[config.mk]
export PLATFORM = sky130hd
export DESIGN_NAME = uaft_top
export DESIGN_NICKNAME = d
export VERILOG_FILES = /design/src/rtl/uaft_pkg.sv /design/src/rtl/uaft_fifo_if.sv /design/src/rtl/uaft_fifo.sv /design/src/rtl/uaft_trig_sel.sv /design/src/rtl/uaft_top.sv
export SDC_FILE = /design/constraint.sdc
export NUM_CORES = 1
export LEC_CHECK = 0
export BUFFER_PORTS_ARGS = -buffer_cell sky130_fd_sc_hd__buf_2
export CELL_PAD_IN_SITES_DETAIL_PLACEMENT = 1
export CELL_PAD_IN_SITES_GLOBAL_PLACEMENT = 1
export CORE_UTILIZATION = 30
export DETAILED_ROUTE_END_ITERATION = 8
export PLACE_DENSITY = 0.47
export SKIP_LAST_GASP = 1
export SYNTH_ARGS = -nofsm -noshare
export SYNTH_HDL_FRONTEND = slang
export SYNTH_SLANG_ARGS = --single-unit
[constraint.sdc]
create_clock -name mclk -period 5.77 [get_ports mclk]
set_clock_uncertainty 0.2 [all_clocks]
set_input_delay 0.8655 -clock mclk [delete_from_list [all_inputs] [get_ports mclk]]
set_output_delay 0.8655 -clock mclk [all_outputs]
set_load 0.01 [all_outputs]
[src/rtl/uaft_pkg.sv]
package uaft_pkg;

	////////////////////////////////////////////////////////////////////////
	// Sizes
	localparam int DATA_W = 8;
	localparam int FIFO_DEPTH = 32;
	localparam int CNT_W = $clog2(FIFO_DEPTH) + 1;

	////////////////////////////////////////////////////////////////////////
	// Register offsets on the three address lines
	localparam logic [2:0] OFS_DATA = 3'h0;
	localparam logic [2:0] OFS_ISR_FCR = 3'h2;
	localparam logic [2:0] OFS_LCR = 3'h3;
	localparam logic [2:0] OFS_EFR = 3'h4;
	localparam logic [2:0] OFS_FEATURE_CONTROL_REG = 3'h5;
	localparam logic [2:0] OFS_TRG = 3'h6;

	////////////////////////////////////////////////////////////////////////
	// Field positions
	localparam int FCR_EN = 0;
	localparam int FCR_RXCLR = 1;
	localparam int FCR_TXCLR = 2;
	localparam int FCR_DMA = 3;
	localparam int FCR_TXT = 4;
	localparam int FCR_RXT = 6;
	localparam int EFR_ENH = 4;
	localparam int FEATURE_CONTROL_REG_TBL = 4;
	localparam int FEATURE_CONTROL_REG_TSEL = 7;
	localparam int ISR_FEN = 6;

	////////////////////////////////////////////////////////////////////////
	// Values
	localparam logic [3:0] ISR_NONE = 4'h1;
	localparam logic [3:0] ISR_RX_READY_PIN_N = 4'h4;
	localparam logic [3:0] ISR_TX_READY_PIN_N = 4'h2;
	localparam logic [7:0] LCR_RST = 8'h00;
	localparam logic [7:0] TRG_RST = 8'h01;
	localparam logic [3:0] CHAR_LEN_MIN = 4'h5;

	////////////////////////////////////////////////////////////////////////
	// Trigger tables, entry index is the two-bit trigger field
	localparam logic [7:0] TX_LVL_A = 8'h01;
	localparam logic [3:0][7:0] RX_TBL_A = {8'h0e, 8'h08, 8'h04, 8'h01};
	localparam logic [3:0][7:0] TX_TBL_B = {8'h1e, 8'h18, 8'h08, 8'h10};
	localparam logic [3:0][7:0] RX_TBL_B = {8'h1c, 8'h18, 8'h10, 8'h08};
	localparam logic [3:0][7:0] TX_TBL_C = {8'h38, 8'h20, 8'h10, 8'h08};
	localparam logic [3:0][7:0] RX_TBL_C = {8'h3c, 8'h38, 8'h10, 8'h08};

endpackage

[src/rtl/uaft_fifo_if.sv]
`timescale 1ns/1ps
`default_nettype none

interface uaft_fifo_if #(parameter int W = 8, parameter int D = 32);
	logic clear;
	logic [W-1:0] wdata;
	logic wvalid;
	logic wready;
	logic [W-1:0] rdata;
	logic rvalid;
	logic rready;
	logic [$clog2(D):0] count;

	modport store(input clear, wdata, wvalid, rready, output wready, rvalid, rdata, count);
	modport user(output clear, wdata, wvalid, rready, input wready, rvalid, rdata, count);
endinterface

`default_nettype wire

[src/rtl/uaft_fifo.sv]
`timescale 1ns/1ps
`default_nettype none

// Depth must be a power of two: pointers wrap by overflow
module uaft_fifo #(parameter int W = 8, parameter int D = 32) (
	// Clock and reset
	input wire logic mclk,
	input wire logic rst,
	// Queue
	uaft_fifo_if.store q
);
	localparam int AW = $clog2(D);
	logic [W-1:0] mem [D];
	logic [AW-1:0] wp_r;
	logic [AW-1:0] rp_r;
	logic [AW:0] cnt_r;
	logic push;
	logic pop;

	assign q.wready = cnt_r != (AW+1)'(D);
	assign q.rvalid = cnt_r != '0;
	assign q.rdata = mem[rp_r];
	assign q.count = cnt_r;
	assign push = q.wvalid && q.wready;
	assign pop = q.rvalid && q.rready;

	always_ff @(posedge mclk) begin
		if (push)
			mem[wp_r] <= q.wdata;
	end

	// Clear drops pointers and level only; stored words are left in place
	always_ff @(posedge mclk) begin
		if (rst || q.clear) begin
			wp_r <= '0;
			rp_r <= '0;
			cnt_r <= '0;
		end else begin
			if (push)
				wp_r <= wp_r + 1'b1;
			if (pop)
				rp_r <= rp_r + 1'b1;
			cnt_r <= cnt_r + (AW+1)'(push) - (AW+1)'(pop);
		end
	end
endmodule

`default_nettype wire

[src/rtl/uaft_trig_sel.sv]
`timescale 1ns/1ps
`default_nettype none

module uaft_trig_sel
	import uaft_pkg::*;
(
	// Selection
	input wire logic [1:0] tbl,
	input wire logic [1:0] rx_fld,
	input wire logic [1:0] tx_fld,
	// Programmed levels
	input wire logic [7:0] rx_prog,
	input wire logic [7:0] tx_prog,
	// Levels
	output logic [7:0] rx_lvl,
	output logic [7:0] tx_lvl
);
	// One table field serves both directions
	always_comb begin
		unique case (tbl)
			2'b00: begin
				rx_lvl = RX_TBL_A[rx_fld];
				tx_lvl = TX_LVL_A;
			end
			2'b01: begin
				rx_lvl = RX_TBL_B[rx_fld];
				tx_lvl = TX_TBL_B[tx_fld];
			end
			2'b10: begin
				rx_lvl = RX_TBL_C[rx_fld];
				tx_lvl = TX_TBL_C[tx_fld];
			end
			2'b11: begin
				rx_lvl = rx_prog;
				tx_lvl = tx_prog;
			end
		endcase
	end
endmodule

`default_nettype wire

[src/rtl/uaft_top.sv]
`timescale 1ns/1ps
`default_nettype none

module uaft_top
	import uaft_pkg::*;
(
	// Clock and reset
	input wire logic mclk,
	input wire logic rst,
	// Register port
	input wire logic [2:0] reg_addr,
	input wire logic reg_wr,
	input wire logic reg_rd,
	input wire logic [7:0] reg_wdata,
	output logic [7:0] reg_rdata,
	// Transmit stream towards the shift register
	output logic [7:0] tx_data,
	output logic tx_valid,
	input wire logic tx_ready,
	// Receive stream from the shift register
	input wire logic [7:0] rx_data,
	input wire logic rx_valid,
	output logic rx_ready,
	// Pins and status
	output logic tx_ready_pin_n,
	output logic rx_ready_pin_n,
	output logic tx_irq,
	output logic rx_irq,
	output logic [3:0] char_len
);

	////////////////////////////////////////////////////////////////////////
	// Declarations
	logic fifo_en_r;
	logic dma_r;
	logic enh_r;
	logic tsel_r;
	logic [1:0] rx_fld_r;
	logic [1:0] tx_fld_r;
	logic [1:0] tbl_r;
	logic [7:0] lcr_r;
	logic [7:0] rx_prog_r;
	logic [7:0] tx_prog_r;
	logic rx_clr_r;
	logic tx_clr_r;
	logic [7:0] tx_prev_r;
	logic tx_over_r;
	logic [7:0] rx_hold_r;
	logic rx_hold_v_r;
	logic rx_hold_v_nxt;
	logic [7:0] rx_lvl;
	logic [7:0] tx_lvl;
	logic [7:0] rx_cnt8;
	logic [7:0] tx_cnt8;
	logic wr_data;
	logic wr_fcr;
	logic rd_data;
	logic rd_isr;
	logic dma_on;
	logic tx_fall;
	logic tx_empty_ev;
	logic tx_set;
	logic tx_ack;
	logic fcr_en_chg;

	uaft_fifo_if #(.W(DATA_W), .D(FIFO_DEPTH)) txq();
	uaft_fifo_if #(.W(DATA_W), .D(FIFO_DEPTH)) rxq();

	////////////////////////////////////////////////////////////////////////
	// Decode
	assign wr_data = reg_wr && reg_addr == OFS_DATA;
	assign wr_fcr = reg_wr && reg_addr == OFS_ISR_FCR;
	assign rd_data = reg_rd && reg_addr == OFS_DATA;
	assign rd_isr = reg_rd && reg_addr == OFS_ISR_FCR;
	assign fcr_en_chg = reg_wdata[FCR_EN] != fifo_en_r;
	assign dma_on = dma_r && fifo_en_r;
	assign rx_cnt8 = 8'(rxq.count);
	assign tx_cnt8 = 8'(txq.count);

	////////////////////////////////////////////////////////////////////////
	// Setup register, write-only
	always_ff @(posedge mclk) begin
		if (rst) begin
			fifo_en_r <= 1'b0;
			dma_r <= 1'b0;
			rx_fld_r <= 2'b00;
			tx_fld_r <= 2'b00;
		end else if (wr_fcr) begin
			fifo_en_r <= reg_wdata[FCR_EN];
			if (reg_wdata[FCR_EN]) begin
				dma_r <= reg_wdata[FCR_DMA];
				rx_fld_r <= reg_wdata[FCR_RXT +: 2];
				if (enh_r)
					tx_fld_r <= reg_wdata[FCR_TXT +: 2];
			end
		end
	end

	// Clear pulses last one cycle, so the bits read back as done by themselves.
	// Toggling the enable also flushes both queues; the receive hold word and the transmit output stage keep their words.
	always_ff @(posedge mclk) begin
		if (rst) begin
			rx_clr_r <= 1'b0;
			tx_clr_r <= 1'b0;
		end else begin
			rx_clr_r <= wr_fcr && ((reg_wdata[FCR_EN] && reg_wdata[FCR_RXCLR]) || fcr_en_chg);
			tx_clr_r <= wr_fcr && ((reg_wdata[FCR_EN] && reg_wdata[FCR_TXCLR]) || fcr_en_chg);
		end
	end

	////////////////////////////////////////////////////////////////////////
	// Format, enhanced and feature registers
	always_ff @(posedge mclk) begin
		if (rst)
			lcr_r <= LCR_RST;
		else if (reg_wr && reg_addr == OFS_LCR)
			lcr_r <= reg_wdata;
	end

	always_ff @(posedge mclk) begin
		if (rst)
			enh_r <= 1'b0;
		else if (reg_wr && reg_addr == OFS_EFR)
			enh_r <= reg_wdata[EFR_ENH];
	end

	always_ff @(posedge mclk) begin
		if (rst) begin
			tbl_r <= 2'b00;
			tsel_r <= 1'b0;
		end else if (reg_wr && reg_addr == OFS_FEATURE_CONTROL_REG) begin
			tbl_r <= reg_wdata[FEATURE_CONTROL_REG_TBL +: 2];
			tsel_r <= reg_wdata[FEATURE_CONTROL_REG_TSEL];
		end
	end

	always_ff @(posedge mclk) begin
		if (rst) begin
			rx_prog_r <= TRG_RST;
			tx_prog_r <= TRG_RST;
		end else if (reg_wr && reg_addr == OFS_TRG) begin
			if (tsel_r)
				tx_prog_r <= reg_wdata;
			else
				rx_prog_r <= reg_wdata;
		end
	end

	always_ff @(posedge mclk) begin
		if (rst)
			char_len <= CHAR_LEN_MIN;
		else
			char_len <= CHAR_LEN_MIN + {2'b00, lcr_r[1:0]};
	end

	////////////////////////////////////////////////////////////////////////
	// Trigger levels
	uaft_trig_sel u_trig (
		.tbl(tbl_r),
		.rx_fld(rx_fld_r),
		.tx_fld(tx_fld_r),
		.rx_prog(rx_prog_r),
		.tx_prog(tx_prog_r),
		.rx_lvl(rx_lvl),
		.tx_lvl(tx_lvl)
	);

	////////////////////////////////////////////////////////////////////////
	// Transmit path; holding mode admits one word only
	assign txq.clear = tx_clr_r;
	assign txq.wdata = reg_wdata;
	assign txq.wvalid = wr_data && (fifo_en_r || txq.count == '0);
	assign txq.rready = !tx_valid || tx_ready;

	uaft_fifo #(.W(DATA_W), .D(FIFO_DEPTH)) u_txq (
		.mclk(mclk),
		.rst(rst),
		.q(txq)
	);

	// Output stage stands for the shift register and is never flushed
	always_ff @(posedge mclk) begin
		if (rst) begin
			tx_valid <= 1'b0;
			tx_data <= 8'h00;
		end else if (txq.rready) begin
			tx_valid <= txq.rvalid;
			tx_data <= txq.rdata;
		end
	end

	////////////////////////////////////////////////////////////////////////
	// Receive path; the hold word is the shift register side, untouched by a flush
	assign rxq.clear = rx_clr_r;
	assign rxq.wdata = rx_hold_r;
	assign rxq.wvalid = rx_hold_v_r && (fifo_en_r || rxq.count == '0);
	assign rxq.rready = rd_data;
	assign rx_hold_v_nxt = (rx_valid && rx_ready) ||
		(rx_hold_v_r && !(rxq.wvalid && rxq.wready));

	uaft_fifo #(.W(DATA_W), .D(FIFO_DEPTH)) u_rxq (
		.mclk(mclk),
		.rst(rst),
		.q(rxq)
	);

	always_ff @(posedge mclk) begin
		if (rst) begin
			rx_hold_v_r <= 1'b0;
			rx_ready <= 1'b1;
			rx_hold_r <= 8'h00;
		end else begin
			rx_hold_v_r <= rx_hold_v_nxt;
			rx_ready <= !rx_hold_v_nxt;
			if (rx_valid && rx_ready)
				rx_hold_r <= rx_data;
		end
	end

	////////////////////////////////////////////////////////////////////////
	// Interrupt sources
	always_ff @(posedge mclk) begin
		if (rst)
			rx_irq <= 1'b0;
		else if (fifo_en_r)
			rx_irq <= rx_cnt8 >= rx_lvl;
		else
			rx_irq <= rx_cnt8 != 8'h00;
	end

	assign tx_fall = tx_prev_r >= tx_lvl && tx_cnt8 < tx_lvl;
	assign tx_empty_ev = tx_prev_r != 8'h00 && tx_cnt8 == 8'h00;
	assign tx_set = fifo_en_r ? (tx_fall || (tx_empty_ev && !tx_over_r)) : tx_empty_ev;
	assign tx_ack = wr_data || (rd_isr && !rx_irq);

	// Remembers whether the last reload went above the trigger
	always_ff @(posedge mclk) begin
		if (rst) begin
			tx_prev_r <= 8'h00;
			tx_over_r <= 1'b0;
		end else begin
			tx_prev_r <= tx_cnt8;
			tx_over_r <= tx_cnt8 > tx_lvl || (tx_over_r && tx_cnt8 != 8'h00);
		end
	end

	// A new event in the acknowledge cycle wins
	always_ff @(posedge mclk) begin
		if (rst)
			tx_irq <= 1'b0;
		else
			tx_irq <= tx_set || (tx_irq && !tx_ack);
	end

	////////////////////////////////////////////////////////////////////////
	// Ready pins; DMA mode holds receive between trigger and empty, transmit between full and empty
	always_ff @(posedge mclk) begin
		if (rst) begin
			rx_ready_pin_n <= 1'b1;
			tx_ready_pin_n <= 1'b0;
		end else if (dma_on) begin
			if (rx_cnt8 >= rx_lvl)
				rx_ready_pin_n <= 1'b0;
			else if (rx_cnt8 == 8'h00)
				rx_ready_pin_n <= 1'b1;
			if (!txq.wready)
				tx_ready_pin_n <= 1'b1;
			else if (tx_cnt8 == 8'h00)
				tx_ready_pin_n <= 1'b0;
		end else begin
			rx_ready_pin_n <= rx_cnt8 == 8'h00;
			tx_ready_pin_n <= tx_cnt8 != 8'h00;
		end
	end

	////////////////////////////////////////////////////////////////////////
	// Read port; setup register is write-only, its offset returns status
	always_ff @(posedge mclk) begin
		if (rst)
			reg_rdata <= 8'h00;
		else if (reg_rd) begin
			case (reg_addr)
				OFS_DATA: reg_rdata <= rxq.rvalid ? rxq.rdata : 8'h00;
				OFS_ISR_FCR: begin
					reg_rdata <= 8'h00;
					reg_rdata[ISR_FEN +: 2] <= {2{fifo_en_r}};
					reg_rdata[3:0] <= rx_irq ? ISR_RX_READY_PIN_N : (tx_irq ? ISR_TX_READY_PIN_N : ISR_NONE);
				end
				OFS_LCR: reg_rdata <= lcr_r;
				OFS_EFR: reg_rdata <= 8'(enh_r) << EFR_ENH;
				OFS_FEATURE_CONTROL_REG: reg_rdata <= (8'(tsel_r) << FEATURE_CONTROL_REG_TSEL) | (8'(tbl_r) << FEATURE_CONTROL_REG_TBL);
				OFS_TRG: reg_rdata <= tsel_r ? tx_prog_r : rx_prog_r;
				default: reg_rdata <= 8'h00;
			endcase
		end
	end
endmodule

`default_nettype wire

After elaboration in Yosys (flattened, before gate mapping)
Memory sizes are Yosys's and may differ from the RTL's. A register that Yosys moved wholly into a read port is not among the register bits.
Index checks and enable logic that the tools add are counted.

storage, ports and cells
  flip-flop bits (word level) = 104
  RAM bits = 512
  logic and storage cells = 154
  memories = 2

memory list
  name       words  width  rd ports  clocked after memory_dff  wr ports  RTL line         source
  u_rxq.mem  32     8      1         1                         1         uaft_fifo.sv:13  logic [W-1:0] mem [D];
  u_txq.mem  32     8      1         1                         1         uaft_fifo.sv:13

cells by class
  add/sub/neg operators = 9
  $lt $le $gt $ge = 6
  equal/unequal tests = 13
  multiplexer cells = 31
  bitwise operators = 2
  reductions and logical operators = 60

operators with widths
  kind                   number
  $bmux W8 S2            5
  $pmux W8 S4            2
  $mux W8                7
  $pmux W8 S6            1
  $logic_and A1 B1 Y1    27
  $reduce_bool A8 Y1     3
  $add A5 B1 Y5 const B  4
  $logic_not A8 Y1       2
  $add A6 B1 Y6          2
  $logic_not A6 Y1       2
  $logic_or A1 B1 Y1     12
  $mux W1                12
  $ne A6 B6 Y1 const B   2
  $reduce_bool A6 Y1     2
  $sub A6 B1 Y6          2
  $mux W5                2
  $eq A3 B3 Y1 const B   3
  $ge A6 B8 Y1           1
  $ge A8 B8 Y1           1
  $gt A6 B8 Y1           1
  $lt A6 B8 Y1           1
  $or A8 B6 Y8           1
  $eq A3 B2 Y1 const B   2
  $logic_not A1 Y1       6
  14 further kinds       18

Depth between registers and ports, before layout
Gate-level depths: netlist (run 1).

  word-level depth = 8
  mapped depth = 17
  gate-level depth less buffers = 16

By module
From an unflattened synthesis (run 1), not the netlist that was laid out.

second synthesis, totals
  cells, all modules = 1715
  area total of the unflattened synthesis = 26016.2 µm²

modules (own cells, without submodules)
  module             times used  cells an instance  area an instance (µm²)  sequential area each (µm²)
  uaft_fifo (u_rxq)  1           621                11054.4                 8107.8
  uaft_fifo (u_txq)  1           620                11054.4                 8107.8
  uaft_top           1           425                3603.5                  1561.5
  uaft_trig_sel      1           49                 304.0                   0.0

Least setup slack after synthesis (run 1)
OpenSTA, ideal clock, no wires.

  kind = input -> register
  start = input reg_addr[0]
  end = register u_rxq.cnt_r[4], in the netlist u_rxq.q.count[4]
  setup time = 128 ps
  arrival time = 3044 ps
  slack = 2399 ps
  stages = 15
  buffers on the path = 2
  cell sequence = clkbuf_1 > nor4_1 > and2_1 > clkbuf_1 > ha_1 > inv_1 > ha_1 > inv_1 > fa_1 > inv_1 > a21oi_1 > nor2_1 > nor2_1 > xor2_1 > nor2_1

on the way
  cells in the longest elaborated chain, start to end = 4

RTL lines
  what                  RTL line         source
  start, declared       uaft_top.sv:11   input wire logic [2:0] reg_addr,
  $logic_not A3 Y1      uaft_top.sv:73   assign rd_data = reg_rd && reg_addr == OFS_DATA;
  $logic_and A1 B1 Y1   uaft_top.sv:73
  $logic_and A1 B1 Y1   uaft_fifo.sv:25  assign pop = q.rvalid && q.rready;
  $sub A6 B1 Y6         uaft_fifo.sv:43  cnt_r <= cnt_r + (AW+1)'(push) - (AW+1)'(pop);
  end signal, assigned  uaft_fifo.sv:43
  end, declared         uaft_fifo.sv:16  logic [AW:0] cnt_r;

Every way passes these cells.
A chain may end at the register's enable or synchronous reset.

Worst setup path in the final report (run 1)
  start = register u_rxq.cnt_r[2], in the netlist u_rxq.q.count[2]
  end = register u_rxq.cnt_r[5], in the netlist u_rxq.q.count[5]

on the way
  cells in the longest elaborated chain, start to end = 6
  elaborated cells between the ends (all ways) = 9
  classes of those cells = add/sub (2); eq/ne (1); reduce/logical (6)

RTL lines
  what                 RTL line         source
  $logic_not A6 Y1     uaft_top.sv:196  assign rxq.wvalid = rx_hold_v_r && (fifo_en_r || rxq.count == '0);
  $logic_or A1 B1 Y1   uaft_top.sv:196
  $logic_and A1 B1 Y1  uaft_top.sv:196
  $logic_and A1 B1 Y1  uaft_fifo.sv:24  assign push = q.wvalid && q.wready;
  $add A6 B1 Y6        uaft_fifo.sv:43
  $sub A6 B1 Y6 *      uaft_fifo.sv:43

Mark *: on every way between the ends. The rest lies on a longest branch, timed or not.

==> results of run 1 <==
[cells in the mapped netlist (10+ instances only)]
cell and count:
o22ai_1 19, nand3_1 31, nand2_1 92, a211oi_1 10
dfxtp_1 115, a31oi_1 13, xor2_1 14, ha_1 50
clkbuf_1 42, edfxtp_1 512, a22oi_1 16, o21ai_0 21
buf_2 18, a21oi_1 71, inv_1 42, nor2_1 151
nand2b_1 13, mux2i_1 80, mux4_2 109, nor2b_1 12
[flip-flops by register name, summed over array words and instances (netlist names), 6 cells and up, named ones only]
signal / cells
u_txq.q.count: 6
rx_prog_r: 8
rx_hold_r: 8
u_rxq.q.count: 6
u_txq.mem: 256
u_rxq.mem: 256
tx_prev_r: 6
lcr_r: 8
tx_data: 8
tx_prog_r: 8
reg_rdata: 8
[stage by stage]
step                      hold slack (ns)  std cells  worst slack (ns)  util (%)  power, W
after floorplan                     0.201       1571              2.40         -   0.00642
after global placement              0.241       2693              2.11      32.1   0.00697
after detailed placement            0.246       2693              2.05      32.1   0.00698
after CTS                           0.252       2820              2.31      34.8    0.0116
after global routing                0.272       2820              2.05      34.8    0.0119
final                               0.246       2820              2.36      34.8    0.0114
[per-layer routing]
metal | global-route usage [%] | vias to the layer above | wire length, µm
li1 | - | 6200 | -
met1 | 21.8 | 7163 | 31100
met2 | 25.9 | 213 | 32200
met3 | 2.57 | 100 | 2080
met4 | 4.48 | 0 | 1570
met5 | 0 | - | 0
[power groups by stage]
stage                     clock [W]  sequential [W]  combinational, W
final                       0.00453         0.00523           0.00161
after detailed placement          0         0.00534           0.00165
after CTS                   0.00466         0.00524           0.00166
after floorplan                   0         0.00520           0.00122
after global placement            0         0.00533           0.00163
after global routing        0.00482         0.00526           0.00179
[final timing paths]
| check | startpoint | to | slack [ns] |
|---|---|---|---|
| max reg2reg | u_rxq.q.count[2]$_SDFF_PP0_ | u_rxq.q.count[5]$_SDFF_PP0_ | 2.36 |
| max | u_rxq.q.count[2]$_SDFF_PP0_ | u_rxq.q.count[5]$_SDFF_PP0_ | 2.36 |
| min reg2reg | tx_data[6]$_SDFFE_PP0N_ | tx_data[6]$_SDFFE_PP0N_ | 0.25 |
| min | tx_data[6]$_SDFFE_PP0N_ | tx_data[6]$_SDFFE_PP0N_ | 0.25 |
[worst max-delay path, stage by stage, from the launching register on]
cell,delay [ns]
dfxtp_1,0.37
inv_1,0.08
ha_1,0.24
and4bb_2,0.26
nor4_1,0.32
and2_1,0.35
ha_1,0.25
inv_1,0.05
ha_1,0.26
a21o_1,0.18
a21oi_1,0.22
o21bai_1,0.11
a21oi_1,0.19
xnor2_1,0.15
nor2_1,0.05
[final cells by class]
type / count / area, µm²
clock buffers: 95 / 1920
clock inverters: 32 / 398
fillers: 8538 / 54600
inverters: 43 / 161
multi-input cells: 820 / 7180
flip-flops and latches: 627 / 17700
well taps: 1134 / 1420
repair buffers: 69 / 418
[cell families (layout without fill, tap and decap cells)]
family	after synthesis	count (layout)	share of synthesized area [%]
DFF	627	627	69.5
xor gates and xnor gates	22	22	0.758
AOI/OAI and AO/OA	192	192	4.89
adders and majority gates	54	54	2.70
and+or+nand+nor	355	355	6.33
muxes	197	197	13.6
buffers and inverters	124	239	2.22
==> reports/results.ini, run 1 <==
[synthesis]
ys.flop_type = edfxtp_1
synth_seq_cells = 627
yosysSeqAreaShare_pct = 69.5
yosys-top-cells-area = edfxtp_1 (60%), mux4_2 (9.7%), dfxtp_1 (9.1%)
yosys.area.top_type = edfxtp_1
synth_edf_count = 512
async_flop_share_pct = 0
synth_cell_types = 65
synth.avg_cell_area_um2 = 16.2
synthesis.area_mm2 = 0.0254
yosysWarnings = 0
synthesis.nets = 1648
synthDominantCellAreaShare_pct = 60.5
syn_inst = 1571

[worst_setup_path]
critPathKind = register to register
critPathCaptureType = register
r2r_cells = 14
critPathRequiredTime_ns = 6.05
cp_max_fo = 6
startpoint_type = register
worstPathArrival_ns = 3.68

[run]
cap_viol_max_count = 0

[finish]
finalNetCount = 1710
area_growth_pct = 14.8
stdcell_area_mm2 = 0.0292
final_common_cell = edfxtp_1
final_cell_mix = edfxtp_1 (512), nor2_1 (151), dfxtp_1 (111), mux4_2 (109), nand2_1 (92)
n_antenna_cell = 0
final_layout_size_suffix_gt1_share_pct = 17.9

[sta]
fin_setup_tns_ns = 0
final_hold_viol_count = 0
maxSlewHeadroom_pct = 18.5
drv_slew = 0
worstMarginPinSlew_ns = 1.22
setup_violations = 0
clock.fmax_mhz = 293
finalCritPeriodShare_pct = 59.1
finalCriticalPeriod_ns = 3.41
rsz0062_at_grt = no

[drt]
dr.first_iter.drc_count = 729
vias = 13676
antenna_left = 0
drt_wl_total_um = 67000
drc = 0
routed_via_density = 4.85
wire_per_inst_um = 23.8
drtPass1Iterations = 5

[grt]
grt_pass1_wl_um = 100000
grt_overflow = 0
grt_max_degree = 61
track_usage_pct = 15.9
grt_pass1_vias = 14559
antenna_found_initial = 0

[cts]
cts_sinks = 627
postCtsSetupRepairBufs = 0
postCtsHoldBufs = 0
clk-insertion-delay-late_ns = 0.62
cts_buffers = 72
htreeDepth = 3
root_buffer = clkbuf_16
clockBufferDepth = 3
cts_tree = done
clkTransAtPathRegs_ns = 0.06
cts.repair.resized = 0

[die]
start_util_pct = 30.3
rows = 106
fp.dieW_um = 293
die_area_mm2 = 0.0859
ios = 51
die_h_um = 293
coreArea_mm2 = 0.0838

[placed_design]
hpwl_um = 42700
dpl_cell_area_mm2 = 0.0269
gp_congestion = 0.749
portBuffers = 50

[power_and_ir_drop]
powerDensity_mw_per_mm2 = 390
clockPowerShare_pct = 39.8
irDropWorstVdd_mv = 0.261
p_int_w = 0.00840
seq_power_share_pct = 46.0
power.net_switching_w = 0.00298
p_leak_nw = 9.45
power_frac_comb_pct = 14.2
switching_share_pct = 26.2

[min_path]
min_path_type = register to register
min_delay_path_depth = 2

[status]
status = completed

No activity file was read; power rests on OpenSTA's default activity.
==> inputs of run 2 (changes only) <==
ABC_AREA = 1   (was not set)
PLACE_DENSITY = 0.52   (was 0.47)
clock period = 3.1 ns   (was 5.77 ns; I/O delays follow)
==> run 2 against run 1 <==
Flip-flop and latch count is the same. First-iteration DRC count grew 60%. Hold slack lost 0.20 ns.
==> reports/results.ini, run 2 <==
[grt]
grt_max_degree = 129  ; +110%
grt_pass1_vias = 19104  ; +31%
track_usage_pct = 17.4  ; +1.5 points
grt_overflow = 0  ; unchanged
grt_pass1_wl_um = 118000  ; +17%
antenna_found_initial = 2  ; +2

[synthesis]
synth_seq_cells = 627  ; unchanged
yosysWarnings = 0  ; unchanged
synthTopCellsByCount = nand2_1 (536), edfxtp_1 (512), nor2_1 (300)
synthAdderAreaFrac_pct = 2.54  ; -0.16 points
yosys.area.top_type = edfxtp_1
synth.area.mux_share_pct = 0  ; -14 points
synthesis.area_mm2 = 0.0262  ; +3.1%
yosysSeqAreaShare_pct = 67.5  ; -2.1 points
yosys.area_share.simple_pct = 17.5  ; +11 points
synth_top_family_by_area = simple AND/OR/NAND/NOR gates
synth.avg_cell_area_um2 = 10.8  ; -33%
ys.flop_type = edfxtp_1
syn_inst = 2425  ; +54%
synth_cell_types = 41  ; -37%
synth_edf_count = 512  ; unchanged
synthDominantCellAreaShare_pct = 58.7  ; -1.8 points
yosys-top-cells-area = edfxtp_1 (59%), dfxtp_1 (8.8%), nand2_1 (7.7%)
synthesis.nets = 2502  ; +52%
yosysMostFrequentCell = nand2_1
async_flop_share_pct = 0  ; unchanged
synth_compound_area_share_pct = 8.18  ; +3.3 points
synth-xor-area-share_pct = 0.0334  ; -0.72 points

[drt]
dr.first_iter.drc_count = 1166  ; +60%
drt_wl_total_um = 77100  ; +15%
routed_via_density = 4.80  ; -1.1%
antenna_left = 0  ; unchanged
drc = 0  ; unchanged
drtPass1Iterations = 5  ; unchanged
wire_per_inst_um = 20.4  ; -14%
vias = 18100  ; +32%

[sta]
drv_slew = 0  ; unchanged
maxSlewHeadroom_pct = 42.0  ; +23 points
fin_setup_tns_ns = 0  ; unchanged
holdWs_ns = 0.0494  ; -0.197 ns
worstMarginPinSlew_ns = 0.870  ; -0.350 ns
finalCritPeriodShare_pct = 92.4  ; +33 points
clock.fmax_mhz = 349  ; +19%
rsz0062_at_grt = no
setup_violations = 0  ; unchanged
timing.final.ws_setup_ns = 0.236  ; -2.12 ns
finalCriticalPeriod_ns = 2.86  ; -0.546 ns
final_hold_viol_count = 0  ; unchanged

[worst_setup_path]
startpoint_type = register
cp_max_fo = 5  ; -1
worstPathArrival_ns = 3.15  ; -0.53 ns
critPathRequiredTime_ns = 3.38  ; -2.67 ns
critPathKind = register to register
r2r_end = u_txq.q.count[4]$_SDFF_PP0_
critPathSlowestCell = fa_1
critPathCaptureType = register
regToRegStartpoint = u_txq.q.count[4]$_SDFF_PP0_
crit_top_cell = inv_1
crit_chain = inv_1, ha_1, nand3_2, nand2_2, inv_1, ha_1, inv_1, ha_1, inv_1, fa_1, nor3_1, a211oi_1, o21ai_0, a21oi_1
slowest_delay_ns = 0.44  ; +0.07 ns
r2r_cells = 14  ; unchanged
r2r_slack_ns = 0.24  ; -2.12 ns

[power_and_ir_drop]
clockPowerShare_pct = 39.1  ; -0.7 points
p_int_w = 0.0158  ; +88%
p_leak_nw = 11.2  ; +18%
switching_share_pct = 28.9  ; +2.7 points
irDropWorstVdd_mv = 0.543  ; +110%
seq_power_share_pct = 43.0  ; -3.0 points
totalPowerFinal_w = 0.0222  ; +96%
power.net_switching_w = 0.00644  ; +120%
powerDensity_mw_per_mm2 = 723  ; +86%
power_frac_comb_pct = 17.8  ; +3.6 points

[run]
cap_viol_max_count = 0  ; unchanged

[finish]
final_cell_mix = nand2_1 (535), edfxtp_1 (512), nor2_1 (299), nand3_1 (233), o21ai_0 (175)
final_common_cell = nand2_1
register_area_mm2 = 0.0177  ; about the same
nFillCells = 9524  ; +12%
final_layout_size_suffix_gt1_share_pct = 11.6  ; -6.3 points
largestRegisters = u_rxq.mem (256), u_txq.mem (256)
finalNetCount = 2634  ; +54%
stdcell_area_mm2 = 0.0308  ; +5.4%
multiInputGateArea_mm2 = 0.00741  ; +3.2%
area_growth_pct = 17.4

[cts]
clk-insertion-delay-late_ns = 0.61  ; about the same
htreeDepth = 3  ; unchanged
cts_buffers = 74  ; +2.8%
clkTransAtPathRegs_ns = 0.06  ; about the same
cts_tree = done
clockBufferDepth = 3  ; unchanged
root_buffer = clkbuf_16
cts_sinks = 627  ; unchanged

[status]
status = completed

[placed_design]
hpwl_um = 49800  ; +17%
pre_cts_ws_ns = 0.0920  ; -1.96 ns
dpl_cell_area_mm2 = 0.0282  ; +5.1%
gp_congestion = 0.784  ; +4.6%
portBuffers = 50  ; unchanged

[die]
start_util_pct = 30.3  ; -0.078 points
rows = 108  ; +1.9%
fp.dieW_um = 298  ; +1.5%
die_area_mm2 = 0.0885  ; +3.1%
die_h_um = 298  ; +1.5%
coreArea_mm2 = 0.0866  ; +3.3%
ios = 51  ; unchanged

[min_path]
hp-start = rst
min_path_type = input port to register
min_delay_path_depth = 2  ; unchanged
hold_end = tx_prev_r[4]$_SDFF_PP0_

run 2: changes by cell type after synthesis, moves of 15 or more:
cell      previous run  this run
inv_1               42       112
o211ai_1             3        35
o22ai_1             19        36
a21oi_1             71        86
buf_2               18        33
nand3_1             31       234
o21ai_1              0        34
mux4_2             109         0
nand2_1             92       536
mux2i_1             80         0
o21ai_0             21       175
nor2_1             151       300
run 2: how the worst max path moves through the flow:
stage                                 from                           to  cells past startpoint
5_1_grt        u_rxq.q.count[2]$_SDFF_PP0_  u_rxq.q.count[4]$_SDFF_PP0_                     17
4_1_cts        u_txq.q.count[2]$_SDFF_PP0_  u_txq.q.count[4]$_SDFF_PP0_                     14
3_5_place_dp   u_txq.q.count[2]$_SDFF_PP0_  u_txq.q.count[4]$_SDFF_PP0_                     14
2_1_floorplan  u_rxq.q.count[2]$_SDFF_PP0_  u_rxq.q.count[4]$_SDFF_PP0_                     17
3_3_place_gp   u_txq.q.count[4]$_SDFF_PP0_  u_txq.q.count[4]$_SDFF_PP0_                     14
6_report       u_txq.q.count[4]$_SDFF_PP0_  u_txq.q.count[4]$_SDFF_PP0_                     14
run 2: cell type report:
cell class,instances,area share [%]
antenna,1,0.00813
tap,1155,4.70
timing repair buffer,177,4.34
clock inverter,42,1.38
clock buffer,93,6.49
inverter,122,1.50
sequential,627,57.5
multi-input combinational,1555,24.1
run 2: kinds of logic after synthesis:
| logic type | after synthesis |
|---|---|
| adder cells (fa/ha/maj) | 52 |
| AND/OR/NAND/NOR | 1113 |
| buffers and inverters | 243 |
| XOR/XNOR | 1 |
| flip-flops | 627 |
| AO/OA/AOI/OAI | 389 |
run 2: what timing repair did:
item / 4_1_cts / 5_1_grt
endpoints found under the hold margin: 7 / 0
buffers inserted: 0 / 1
gates resized for setup: 0 / 4
hold buffers: 7 / 0
setup endpoints to repair: 0 / 3
run 2: power by group through the flow:
stage | Sequential (W) | Clock, W | Combinational, W
2_1_floorplan | 0.00975 | 0 | 0.00254
3_3_place_gp | 0.00974 | 0 | 0.00392
3_5_place_dp | 0.00976 | 0 | 0.00400
4_1_cts | 0.00958 | 0.00897 | 0.00402
5_1_grt | 0.00960 | 0.00923 | 0.00448
6_report | 0.00958 | 0.00871 | 0.00396
run 2: worst max-delay path: cells and delay by family (launching register included):
family / cells / cell delay, ns
adder cells (fa/ha/maj): 4 / 1.06
buffers and inverters: 4 / 0.33
AND/OR/NAND/NOR: 3 / 0.55
flip-flops: 1 / 0.31
AO/OA/AOI/OAI: 3 / 0.28
run 2: metrics by stage:
stage / utilization (%) / std cells
2_1_floorplan: - / 2425
3_3_place_gp: 32.6 / 3628
3_5_place_dp: 32.6 / 3628
4_1_cts: 35.5 / 3770
5_1_grt: 35.5 / 3771
6_report: 35.5 / 3772
run 2: layer usage:
| layer | GRT usage, % | part of all wire [%] |
|---|---|---|
| met5 | 0 | 0 |
| met3 | 2.45 | 3.6 |
| met4 | 5.67 | 2.7 |
| met2 | 28.6 | 47 |
| met1 | 23.5 | 47 |
